<file path="config.mk">
export PLATFORM = sky130hd
export DESIGN_NAME = conv_ctrl
export DESIGN_NICKNAME = d
export VERILOG_FILES = /design/src/hw/adc_ctl_pkg.sv /design/src/hw/sample_fifo.sv /design/src/hw/conv_ctrl.sv
export SDC_FILE = /design/constraint.sdc
export NUM_CORES = 1
export LEC_CHECK = 0
export ABC_AREA = 0
export BUFFER_PORTS_ARGS = -buffer_cell sky130_fd_sc_hd__buf_4
export CAP_MARGIN = 20
export CORE_AREA = 2 2 237 239
export DETAILED_ROUTE_END_ITERATION = 8
export DIE_AREA = 0 0 239 241
export HOLD_SLACK_MARGIN = 0.06
export PLACE_DENSITY_LB_ADDON = 0.08
export SYNTH_ARGS = -nofsm -noshare
export SYNTH_HDL_FRONTEND = slang
export SYNTH_SLANG_ARGS = --single-unit
</file>
<file path="constraint.sdc">
create_clock -name pclk -period 3.5 [get_ports pclk]
set_input_delay 0.175 -clock pclk [delete_from_list [all_inputs] [get_ports pclk]]
set_output_delay 0.175 -clock pclk [all_outputs]
set_load 0.03 [all_outputs]
</file>
<file path="src/hw/adc_ctl_pkg.sv">
// shared constants and types for the conversion control block
package adc_ctl_pkg;
   // ==========================================================
   // timing
   localparam int unsigned CLK_NS = 8;
   localparam int unsigned PER10_NS = 100_000_000;
   localparam int unsigned PER50_NS = 20_000_000;
   localparam int unsigned PER60_NS = 16_666_667;
   localparam int unsigned PER120_NS = 8_333_333;
   localparam int unsigned PER10_CYC = PER10_NS / CLK_NS;
   localparam int unsigned PER50_CYC = PER50_NS / CLK_NS;
   localparam int unsigned PER60_CYC = PER60_NS / CLK_NS;
   localparam int unsigned PER120_CYC = PER120_NS / CLK_NS;
   localparam logic [2:0] SETTLE_PERIODS = 3'h4;
   localparam int unsigned PD_MIN_NS = 100;
   localparam logic [3:0] PD_CYC = 4'((PD_MIN_NS + CLK_NS - 1) / CLK_NS);
   localparam int unsigned GUARD_NS = 10_000;
   localparam logic [23:0] GUARD_CYC = 24'(GUARD_NS / CLK_NS);
   // ==========================================================
   // data path
   localparam int unsigned WORD_W = 24;
   localparam int unsigned FIFO_DEPTH = 16;
   localparam logic [4:0] WORD_BITS = 5'h18;
   // ==========================================================
   // pin decodes
   localparam logic [1:0] RATE_10 = 2'h3;
   localparam logic [1:0] RATE_50 = 2'h2;
   localparam logic [1:0] RATE_60 = 2'h1;
   localparam logic [1:0] RATE_120 = 2'h0;
   localparam logic [7:0] HZ_10 = 8'h0a;
   localparam logic [7:0] HZ_50 = 8'h32;
   localparam logic [7:0] HZ_60 = 8'h3c;
   localparam logic [7:0] HZ_120 = 8'h78;
   localparam logic [1:0] GSEL_1 = 2'h0;
   localparam logic [1:0] GSEL_8 = 2'h1;
   localparam logic [1:0] GSEL_64 = 2'h2;
   localparam logic [7:0] GAIN_1 = 8'h01;
   localparam logic [7:0] GAIN_8 = 8'h08;
   localparam logic [7:0] GAIN_64 = 8'h40;
   localparam logic [7:0] GAIN_128 = 8'h80;
   // ==========================================================
   // register map
   localparam logic [11:0] REG_CTRL = 12'h000;
   localparam logic [11:0] REG_STATUS = 12'h004;
   localparam logic [11:0] REG_RESULT = 12'h008;
   localparam logic [11:0] REG_COUNT = 12'h00c;
   localparam int unsigned CTRL_RESTART_BIT = 0;
   // ==========================================================
   // types
   typedef struct packed {
      logic [1:0] rate;
      logic [1:0] gain;
      logic pair;
   } pin_cfg_t;
   typedef enum logic [3:0] {
      ST_SETTLE = 4'b0001,
      ST_WAIT = 4'b0010,
      ST_READY = 4'b0100,
      ST_PD = 4'b1000
   } phase_t;
   typedef struct packed {
      logic [17:0] zero;
      logic oe;
      logic dout;
      pin_cfg_t cfg;
      logic [2:0] settle;
      phase_t state;
   } status_t;
endpackage : adc_ctl_pkg

</file>
<file path="src/hw/sample_fifo.sv">
// result buffer between filter output and output register
`timescale 1ns/100ps
`default_nettype none
module sample_fifo #(
   parameter int unsigned W = 24,
   parameter int unsigned DEPTH = 16
) (
   input wire logic clk,
   input wire logic rst_n,
   input wire logic flush,
   input wire logic in_valid,
   output logic in_ready,
   input wire logic [W-1:0] in_data,
   output logic out_valid,
   input wire logic out_ready,
   output logic [W-1:0] out_data
);
   localparam int unsigned AW = $clog2(DEPTH);
   typedef struct packed {
      logic [AW:0] cnt;
      logic [AW-1:0] wr;
      logic [AW-1:0] rd;
      logic rdy;
      logic empty;
      logic [W-1:0] dout;
   } fifo_st_t;

   fifo_st_t s;
   fifo_st_t n;
   logic [W-1:0] mem [DEPTH];
   logic push;
   logic pop;

   // ==========================================================
   // pointers and flags
   always_comb begin
      push = in_valid & s.rdy & ~flush;
      pop = out_ready & ~s.empty & ~flush;
      n = s;
      if (flush) begin
         n.cnt = '0;
         n.wr = '0;
         n.rd = '0;
      end else begin
         if (push) begin
            n.wr = s.wr + 1'b1;
         end
         if (pop) begin
            n.rd = s.rd + 1'b1;
            n.dout = mem[s.rd];
         end
         n.cnt = s.cnt + (AW+1)'(push) - (AW+1)'(pop);
      end
      n.empty = (n.cnt == '0);
      n.rdy = (n.cnt != (AW+1)'(DEPTH));
   end

   always_ff @(posedge clk or negedge rst_n) begin
      if (!rst_n) begin
         s <= '0;
         s.rdy <= 1'b1;
         s.empty <= 1'b1;
      end else begin
         s <= n;
      end
   end

   // storage carries no reset; contents are only read once written
   always_ff @(posedge clk) begin
      if (push) begin
         mem[s.wr] <= in_data;
      end
   end

   assign in_ready = s.rdy;
   assign out_valid = ~s.empty;
   assign out_data = s.dout;
endmodule : sample_fifo
`default_nettype wire

</file>
<file path="src/hw/conv_ctrl.sv">
// pin-configured conversion sequencer, serial output and apb registers
//
// The APB slave port and the register addresses were chosen for this implementation.
`timescale 1ns/100ps
`default_nettype none
// Notes on behaviour
// - rate pins 11,10,01,00 select 10, 50, 60, 120 Hz periods.
// - rate pin change resets filter, forces output high, restarts at new rate.
// - first result after restart waits four periods, then one per period.
// - every completed conversion is loaded, settling or not.
// - output stays high while settling after a rate change; host reads first.
// - gain pins 00,01,10,11 select gain 1, 8, 64, 128.
// - gain pin change resets filter, output high, full settling before result.
// - pair select low picks first input pair, high picks second.
// - channel change holds output high until settling ends.
// - at 10, 60, 120 Hz notches sit at the rate and multiples.
// - at 50 Hz an extra notch is placed at 60 Hz.
// - each result is a 24-bit word.
// - output low on new result, high once read or before next update.
// - bits change on serial clock falling edge, host samples on rising.
// - results are offset binary; the result register holds the raw filter word, sign bit not inverted.
// - power-down high tristates output and resets everything; 100 ns minimum. The result and count registers keep their values.
module conv_ctrl
   import adc_ctl_pkg::*;
#(
   parameter logic [23:0] P10_CYC = 24'(PER10_CYC),
   parameter logic [23:0] P50_CYC = 24'(PER50_CYC),
   parameter logic [23:0] P60_CYC = 24'(PER60_CYC),
   parameter logic [23:0] P120_CYC = 24'(PER120_CYC)
) (
   input wire logic pclk,
   input wire logic presetn,
   input wire logic psel,
   input wire logic penable,
   input wire logic pwrite,
   input wire logic [11:0] paddr,
   input wire logic [31:0] pwdata,
   output logic [31:0] prdata,
   output logic pready,
   output logic pslverr,
   input wire logic rate_sel_lo,
   input wire logic rate_sel_hi,
   input wire logic gain_sel_lo,
   input wire logic gain_sel_hi,
   input wire logic input_pair_sel,
   input wire logic powerdown_reset_in,
   input wire logic sclk,
   output logic serial_out,
   output logic serial_out_oe,
   input wire logic sample_valid,
   input wire logic [23:0] sample_data,
   output logic sample_ready,
   output logic [7:0] gain_value,
   output logic pair_sel,
   output logic [7:0] notch_base_hz,
   output logic notch_extra_60,
   output logic filter_reset
);
   typedef struct packed {
      phase_t state;
      pin_cfg_t cfg_s1;
      pin_cfg_t cfg_s2;
      pin_cfg_t cfg_prev;
      logic pd_s1;
      logic pd_s2;
      logic sck_s1;
      logic sck_s2;
      logic sck_s3;
      logic [3:0] pd_cnt;
      logic [23:0] per_len;
      logic [23:0] per_cnt;
      logic [2:0] settle_cnt;
      logic restart;
      logic pop;
      logic load_pend;
      logic [23:0] shift;
      logic [4:0] bit_cnt;
      logic dout;
      logic oe;
      logic [23:0] result;
      logic [15:0] conv_cnt;
      logic [7:0] gain;
      logic pair;
      logic [7:0] notch_hz;
      logic notch60;
      logic [31:0] prdata;
      logic pready;
      logic pslverr;
      logic soft_rst;
   } conv_st_t;

   conv_st_t st;
   conv_st_t n;
   pin_cfg_t pins;
   status_t sts;
   logic [23:0] plen;
   logic sck_fall;
   logic sck_rise;
   logic chg;
   logic go;
   logic per_end;
   logic take;
   logic shift_now;
   logic fifo_valid;
   logic [23:0] fifo_data;

   assign pins = '{rate: {rate_sel_hi, rate_sel_lo},
                   gain: {gain_sel_hi, gain_sel_lo},
                   pair: input_pair_sel};

   // ==========================================================
   // filter output buffer
   sample_fifo #(
      .W(WORD_W),
      .DEPTH(FIFO_DEPTH)
   ) u_fifo (
      .clk(pclk),
      .rst_n(presetn),
      .flush(st.restart | (st.state == ST_PD)),
      .in_valid(sample_valid),
      .in_ready(sample_ready),
      .in_data(sample_data),
      .out_valid(fifo_valid),
      .out_ready(st.pop),
      .out_data(fifo_data)
   );

   // ==========================================================
   // sequencer
   always_comb begin
      n = st;
      n.restart = 1'b0;
      n.pop = 1'b0;
      n.pready = 1'b0;
      n.pslverr = 1'b0;
      n.soft_rst = 1'b0;
      // stage two of each synchroniser feeds logic; sclk and the pins also use stage three
      n.cfg_s1 = pins;
      n.cfg_s2 = st.cfg_s1;
      n.cfg_prev = st.cfg_s2;
      n.pd_s1 = powerdown_reset_in;
      n.pd_s2 = st.pd_s1;
      n.sck_s1 = sclk;
      n.sck_s2 = st.sck_s1;
      n.sck_s3 = st.sck_s2;
      sck_fall = st.sck_s3 & ~st.sck_s2;
      sck_rise = ~st.sck_s3 & st.sck_s2;
      chg = (st.cfg_s2 != st.cfg_prev) | st.soft_rst;
      go = ~st.pd_s2 & (chg | (st.state == ST_PD));
      per_end = (st.per_cnt == 24'h000001);
      take = st.load_pend & ~st.pd_s2 & ~go;
      n.load_pend = st.pop & ~go & ~st.pd_s2; // fifo data lags its pop
      shift_now = (st.state == ST_READY) & sck_fall &
                  (st.bit_cnt != WORD_BITS) & (st.per_cnt != GUARD_CYC);
      case (st.cfg_s2.rate)
         RATE_10: begin
            plen = P10_CYC;
            n.notch_hz = HZ_10;
         end
         RATE_50: begin
            plen = P50_CYC;
            n.notch_hz = HZ_50;
         end
         RATE_60: begin
            plen = P60_CYC;
            n.notch_hz = HZ_60;
         end
         default: begin
            plen = P120_CYC;
            n.notch_hz = HZ_120;
         end
      endcase
      n.notch60 = (st.cfg_s2.rate == RATE_50);
      case (st.cfg_s2.gain)
         GSEL_1: n.gain = GAIN_1;
         GSEL_8: n.gain = GAIN_8;
         GSEL_64: n.gain = GAIN_64;
         default: n.gain = GAIN_128;
      endcase
      n.pair = st.cfg_s2.pair;
      if (st.pd_s2) begin
         // tristate at once, full reset only once the pulse is long enough
         n.oe = 1'b0;
         n.dout = 1'b1;
         if (st.pd_cnt != PD_CYC) begin
            n.pd_cnt = st.pd_cnt + 4'h1;
         end else begin
            n.state = ST_PD;
         end
      end else begin
         n.pd_cnt = 4'h0;
         n.oe = 1'b1;
         if (go) begin
            // host is expected to have finished any read by now
            n.restart = 1'b1;
            n.state = ST_SETTLE;
            n.dout = 1'b1;
            n.per_len = plen;
            n.per_cnt = plen;
            n.settle_cnt = 3'h0;
            n.bit_cnt = 5'h00;
         end else begin
            n.per_cnt = per_end ? st.per_len : st.per_cnt - 24'h000001;
            if (take) begin
               // serial interface restarts with every new word
               n.shift = {~fifo_data[23], fifo_data[22:0]};
               n.result = fifo_data;
               n.conv_cnt = st.conv_cnt + 16'h0001;
               n.state = ST_READY;
               n.dout = 1'b0;
               n.bit_cnt = 5'h00;
            end else begin
               case (st.state)
                  ST_SETTLE: begin
                     if (per_end) begin
                        if (st.settle_cnt == SETTLE_PERIODS - 3'h1) begin
                           n.settle_cnt = SETTLE_PERIODS;
                           if (fifo_valid) begin
                              n.pop = 1'b1;
                           end else begin
                              n.state = ST_WAIT;
                           end
                        end else begin
                           n.settle_cnt = st.settle_cnt + 3'h1;
                        end
                     end
                  end
                  ST_WAIT: begin
                     if (per_end && fifo_valid) begin
                        n.pop = 1'b1;
                     end
                  end
                  ST_READY: begin
                     if (st.per_cnt == GUARD_CYC) begin
                        n.dout = 1'b1;
                        n.state = ST_WAIT;
                     end else if (shift_now) begin
                        n.dout = st.shift[23];
                        n.shift = {st.shift[22:0], 1'b0};
                        n.bit_cnt = st.bit_cnt + 5'h01;
                     end else if (sck_rise && st.bit_cnt == WORD_BITS) begin
                        n.dout = 1'b1;
                        n.state = ST_WAIT;
                     end
                  end
                  default: n.state = ST_PD;
               endcase
            end
         end
      end
      // register access
      sts = '{zero: '0, oe: st.oe, dout: st.dout, cfg: st.cfg_prev,
              settle: st.settle_cnt, state: st.state};
      if (psel && !penable) begin
         n.pready = 1'b1;
         case (paddr)
            REG_CTRL: n.prdata = 32'h00000000;
            REG_STATUS: n.prdata = sts;
            REG_RESULT: n.prdata = {8'h00, st.result};
            REG_COUNT: n.prdata = {16'h0000, st.conv_cnt};
            default: begin
               n.prdata = 32'h00000000;
               n.pslverr = 1'b1;
            end
         endcase
      end
      if (psel && penable && st.pready && pwrite && paddr == REG_CTRL) begin
         n.soft_rst = pwdata[CTRL_RESTART_BIT];
      end
   end

   // power-down state first, so the first low level triggers a restart
   always_ff @(posedge pclk or negedge presetn) begin
      if (!presetn) begin
         st <= '0;
         st.state <= ST_PD;
         st.dout <= 1'b1;
      end else begin
         st <= n;
      end
   end

   assign prdata = st.prdata;
   assign pready = st.pready;
   assign pslverr = st.pslverr;
   assign serial_out = st.dout;
   assign serial_out_oe = st.oe;
   assign gain_value = st.gain;
   assign pair_sel = st.pair;
   assign notch_base_hz = st.notch_hz;
   assign notch_extra_60 = st.notch60;
   assign filter_reset = st.restart;
endmodule : conv_ctrl
`default_nettype wire

</file>
==> summary.txt <==
Status
  – Status: completed

Power and ir drop
  – Sequential Power Share: 50.7%
  – Leakage: 10.4 nW
  – Comb power frac: 5.0%
  – PD cells: 539 nW/um^2
  – Clock power frac: 44.3%
  – P_sw: 0.00336 W
  – Sw Ratio: 21.8%
  – Peak VDD IR: 398 uV
  – Int Pwr: 0.0121 W

Logic synthesis
  – Number of synthesized flops with an enable pin: 384
  – Top-count cell post-synth: edfxtp_1
  – Post-synth top area cell: edfxtp_1
  – Synthesized area: 24600 um^2
  – Top-area cell type share of the netlist area: 47.0%
  – Cell count after synthesis: 1523
  – Synth Register Bits: 600
  – Mean post-synth cell area: 16.1 um^2
  – Commonest cells post-synth: edfxtp_1 (384), dfrtp_1 (212), nand2_1 (138), mux4_2 (120), nor2_1 (68)
  – Ys Warns: 0
  – Seq/Total Area, Yosys: 69.0%
  – Synth Flop Type: edfxtp_1
  – Count of cell types in the netlist: 66
  – Post-synth ARST share: 36.0%
  – Synth area leaders: edfxtp_1 (47%), dfrtp_1 (22%), mux4_2 (11%)

Final layout
  – Layout cell share with drive strength beyond 1: 25.4%
  – Post-Layout Cell Count: 2411
  – Finished Core Util: 52.1%
  – Nets@finish: 1759
  – Area Overhead vs Synth: 16.4%
  – FILL cells: 4547
  – ANT cells: 0

Global route
  – Vias in the first global route: 13911
  – GR Util All Layers: 19.7%
  – Initial antenna violation count: 1
  – Total congestion overflow: 0
  – First-pass GRT wire length: 84700 um
  – Pin count of the biggest net entering global routing: 102

Place
  – Post-DP HPWL: 32000 um
  – Inst Count DP: 2251
  – Setup Slack @ Placement: 0.354 ns
  – Routability Congestion: 0.804
  – PortBufs: 91

Clocking
  – H-Tree Depth: 3
  – Worst-path clk slew: 0.06 ns
  – CTS root buf: clkbuf_16
  – Clk_lat worst skew: 0.60 ns
  – CTS Buf Count: 66
  – Sinks on Clock Net: 600
  – CTS max path bufs: 3
  – Setup bufs post-CTS: 0
  – CTS tree: yes

STA
  – Relative max-transition margin: 45.8%
  – Setup TNS: 0 ns
  – Period minus WS final: 3.15 ns
  – Fmax: 0.318 GHz
  – Worst clock skew: 0.0225 ns
  – Pins Over Slew Limit: 0
  – Final setup viols: 0
  – Final hold vios: 0
  – RSZ-0062 raised after global routing: no
  – Tightest hold margin: 0.102 ns
  – Setup WS post-layout: 0.354 ns
  – Final period util: 89.9%
  – Slew @ Worst Pin: 0.813 ns

Hold path
  – Worst hold path type: primary input to flop
  – Hold Crit Depth: 6

Floorplan
  – Site Rows: 86
  – Die footprint: 57600 um^2
  – Starting density of the core: 44.7%
  – Core area: 54900 um^2
  – Die width: 239 um
  – Ports: 137
  – Die Ht: 241 um

Detailed routing
  – Initial drt markers: 908
  – Per-cell routed wire length: 22.7 um
  – Vias: 13330
  – # DRC: 0
  – Antenna-violating nets left: 0
  – Final wirelength: 54800 um
  – DR pass1 iterations: 5
  – Drt via density: 5.53

Setup path
  – R2R depth: 10
  – CP endpoint kind: flop
  – Kind of critical path: flop to flop
  – Critical Path AT: 3.67 ns
  – Req. time, crit path: 4.02 ns
  – Crit-path max FO: 12
  – Startpoint types: flop

Run
  – Max Cap Viol: 0
-- state kept, by name, indices dropped and copies added, names as in the netlist --
signal / flops
u_fifo.mem: 384
st: 124
prdata: 24
u_fifo.out_data: 24
u_fifo.s: 14
n: 13
notch_base_hz: 5
gain_value: 4
filter_reset: 1
notch_extra_60: 1
pair_sel: 1
pready: 1
pslverr: 1
serial_out: 1
serial_out_oe: 1
u_fifo.in_ready: 1
-- through the flow --
step / total power [W] / area (um^2)
2_1_floorplan: 0.00837 / 24600
3_3_place_gp: 0.00870 / 26000
3_5_place_dp: 0.00871 / 26000
4_1_cts: 0.0156 / 28600
5_1_grt: 0.0160 / 28600
6_report: 0.0154 / 28600
-- worst max-delay path: stages, from the launching register on --
cell     delay (ns)
dfstp_2        0.61
nor4b_2        0.28
buf_4          0.18
or2_2          0.31
nor2_1         0.19
ha_1           0.26
fa_1           0.44
xnor2_1        0.15
nor2_1         0.07
nor4_1         0.39
nor2b_1        0.19
-- cells by family (layout without fill, tap and decap cells) --
kind of cell	after synthesis	after routing	share of synthesized area, %
muxes	164	164	13.0
AOI/OAI and AO/OA	203	203	5.21
other	1	14	0.0153
buffers and inverters	153	324	3.34
xor gates and xnor gates	48	48	1.71
and+or+nand+nor	333	333	6.62
DFF	600	600	69.0
adders and majority gates	21	21	1.10
-- per-layer routing --
layer | wire length, um | vias to the layer above | GRT usage (%)
met4 | 1220 | 2 | 5.57
met5 | 7 | - | 0
met1 | 24200 | 6904 | 26.5
li1 | - | 6071 | -
met3 | 2130 | 88 | 3.63
met2 | 27200 | 265 | 33.0
-- worst paths after layout --
check / from / endpoint / slack, ns
worst min register to register: n[183]$_DFF_PN0_ / n[182]$_DFF_PN0_ / 0.35
worst min-delay path: paddr[8] / prdata[15]$_DFFE_PN0P_ / 0.10
worst max register to register: st[205]$_DFFE_PN1P_ / u_fifo.s[24]$_DFF_PN1_ / 0.35
max in group asynchronous: presetn / n[188]$_DFF_PN0_ / 2.35
worst max-delay path: st[205]$_DFFE_PN1P_ / u_fifo.s[24]$_DFF_PN1_ / 0.35
min in group asynchronous: presetn / notch_extra_60$_DFF_PN0_ / 0.15
-- area by class of cell --
class                           instances  area [um^2]  area share [%]
Multi-Input combinational cell        783         6930            24.2
Clock inverter                         24          264           0.924
Tap cell                              704          881            3.08
Timing Repair Buffer                  184         1600            5.61
Inverter                               22         82.6           0.289
Clock buffer                           94         1870            6.54
Sequential cell                       600        17000            59.3
-- cell usage in the layout, fill, tap and decap left out, types with 23 or more instances in the layout --
cell type,netlist,final
a21oi_1,44,44
buf_4,48,131
clkbuf_16,0,68
dfrtp_1,212,209
dlygate4sd3_1,0,42
edfxtp_1,384,384
mux2_2,39,39
mux4_2,120,120
nand2_1,138,138
nor2_1,68,56
o21ai_0,35,35
o22ai_1,48,48
xnor2_1,25,25
xor2_1,23,23
-- power by group through the flow --
stage                     logic (W)  registers (W)  clock network (W)
after floorplan            0.000427        0.00794                  0
after global placement     0.000735        0.00796                  0
after detailed placement   0.000746        0.00796                  0
after CTS                  0.000785        0.00782            0.00702
after global routing       0.000855        0.00783            0.00729
final                      0.000771        0.00782            0.00682
-- timing repair --
action	4_1_cts	5_1_grt
hold buffers	42	0
gates resized for setup	0	0
endpoints found under the hold margin	497	0
No activity file was read; power rests on OpenSTA's default activity.
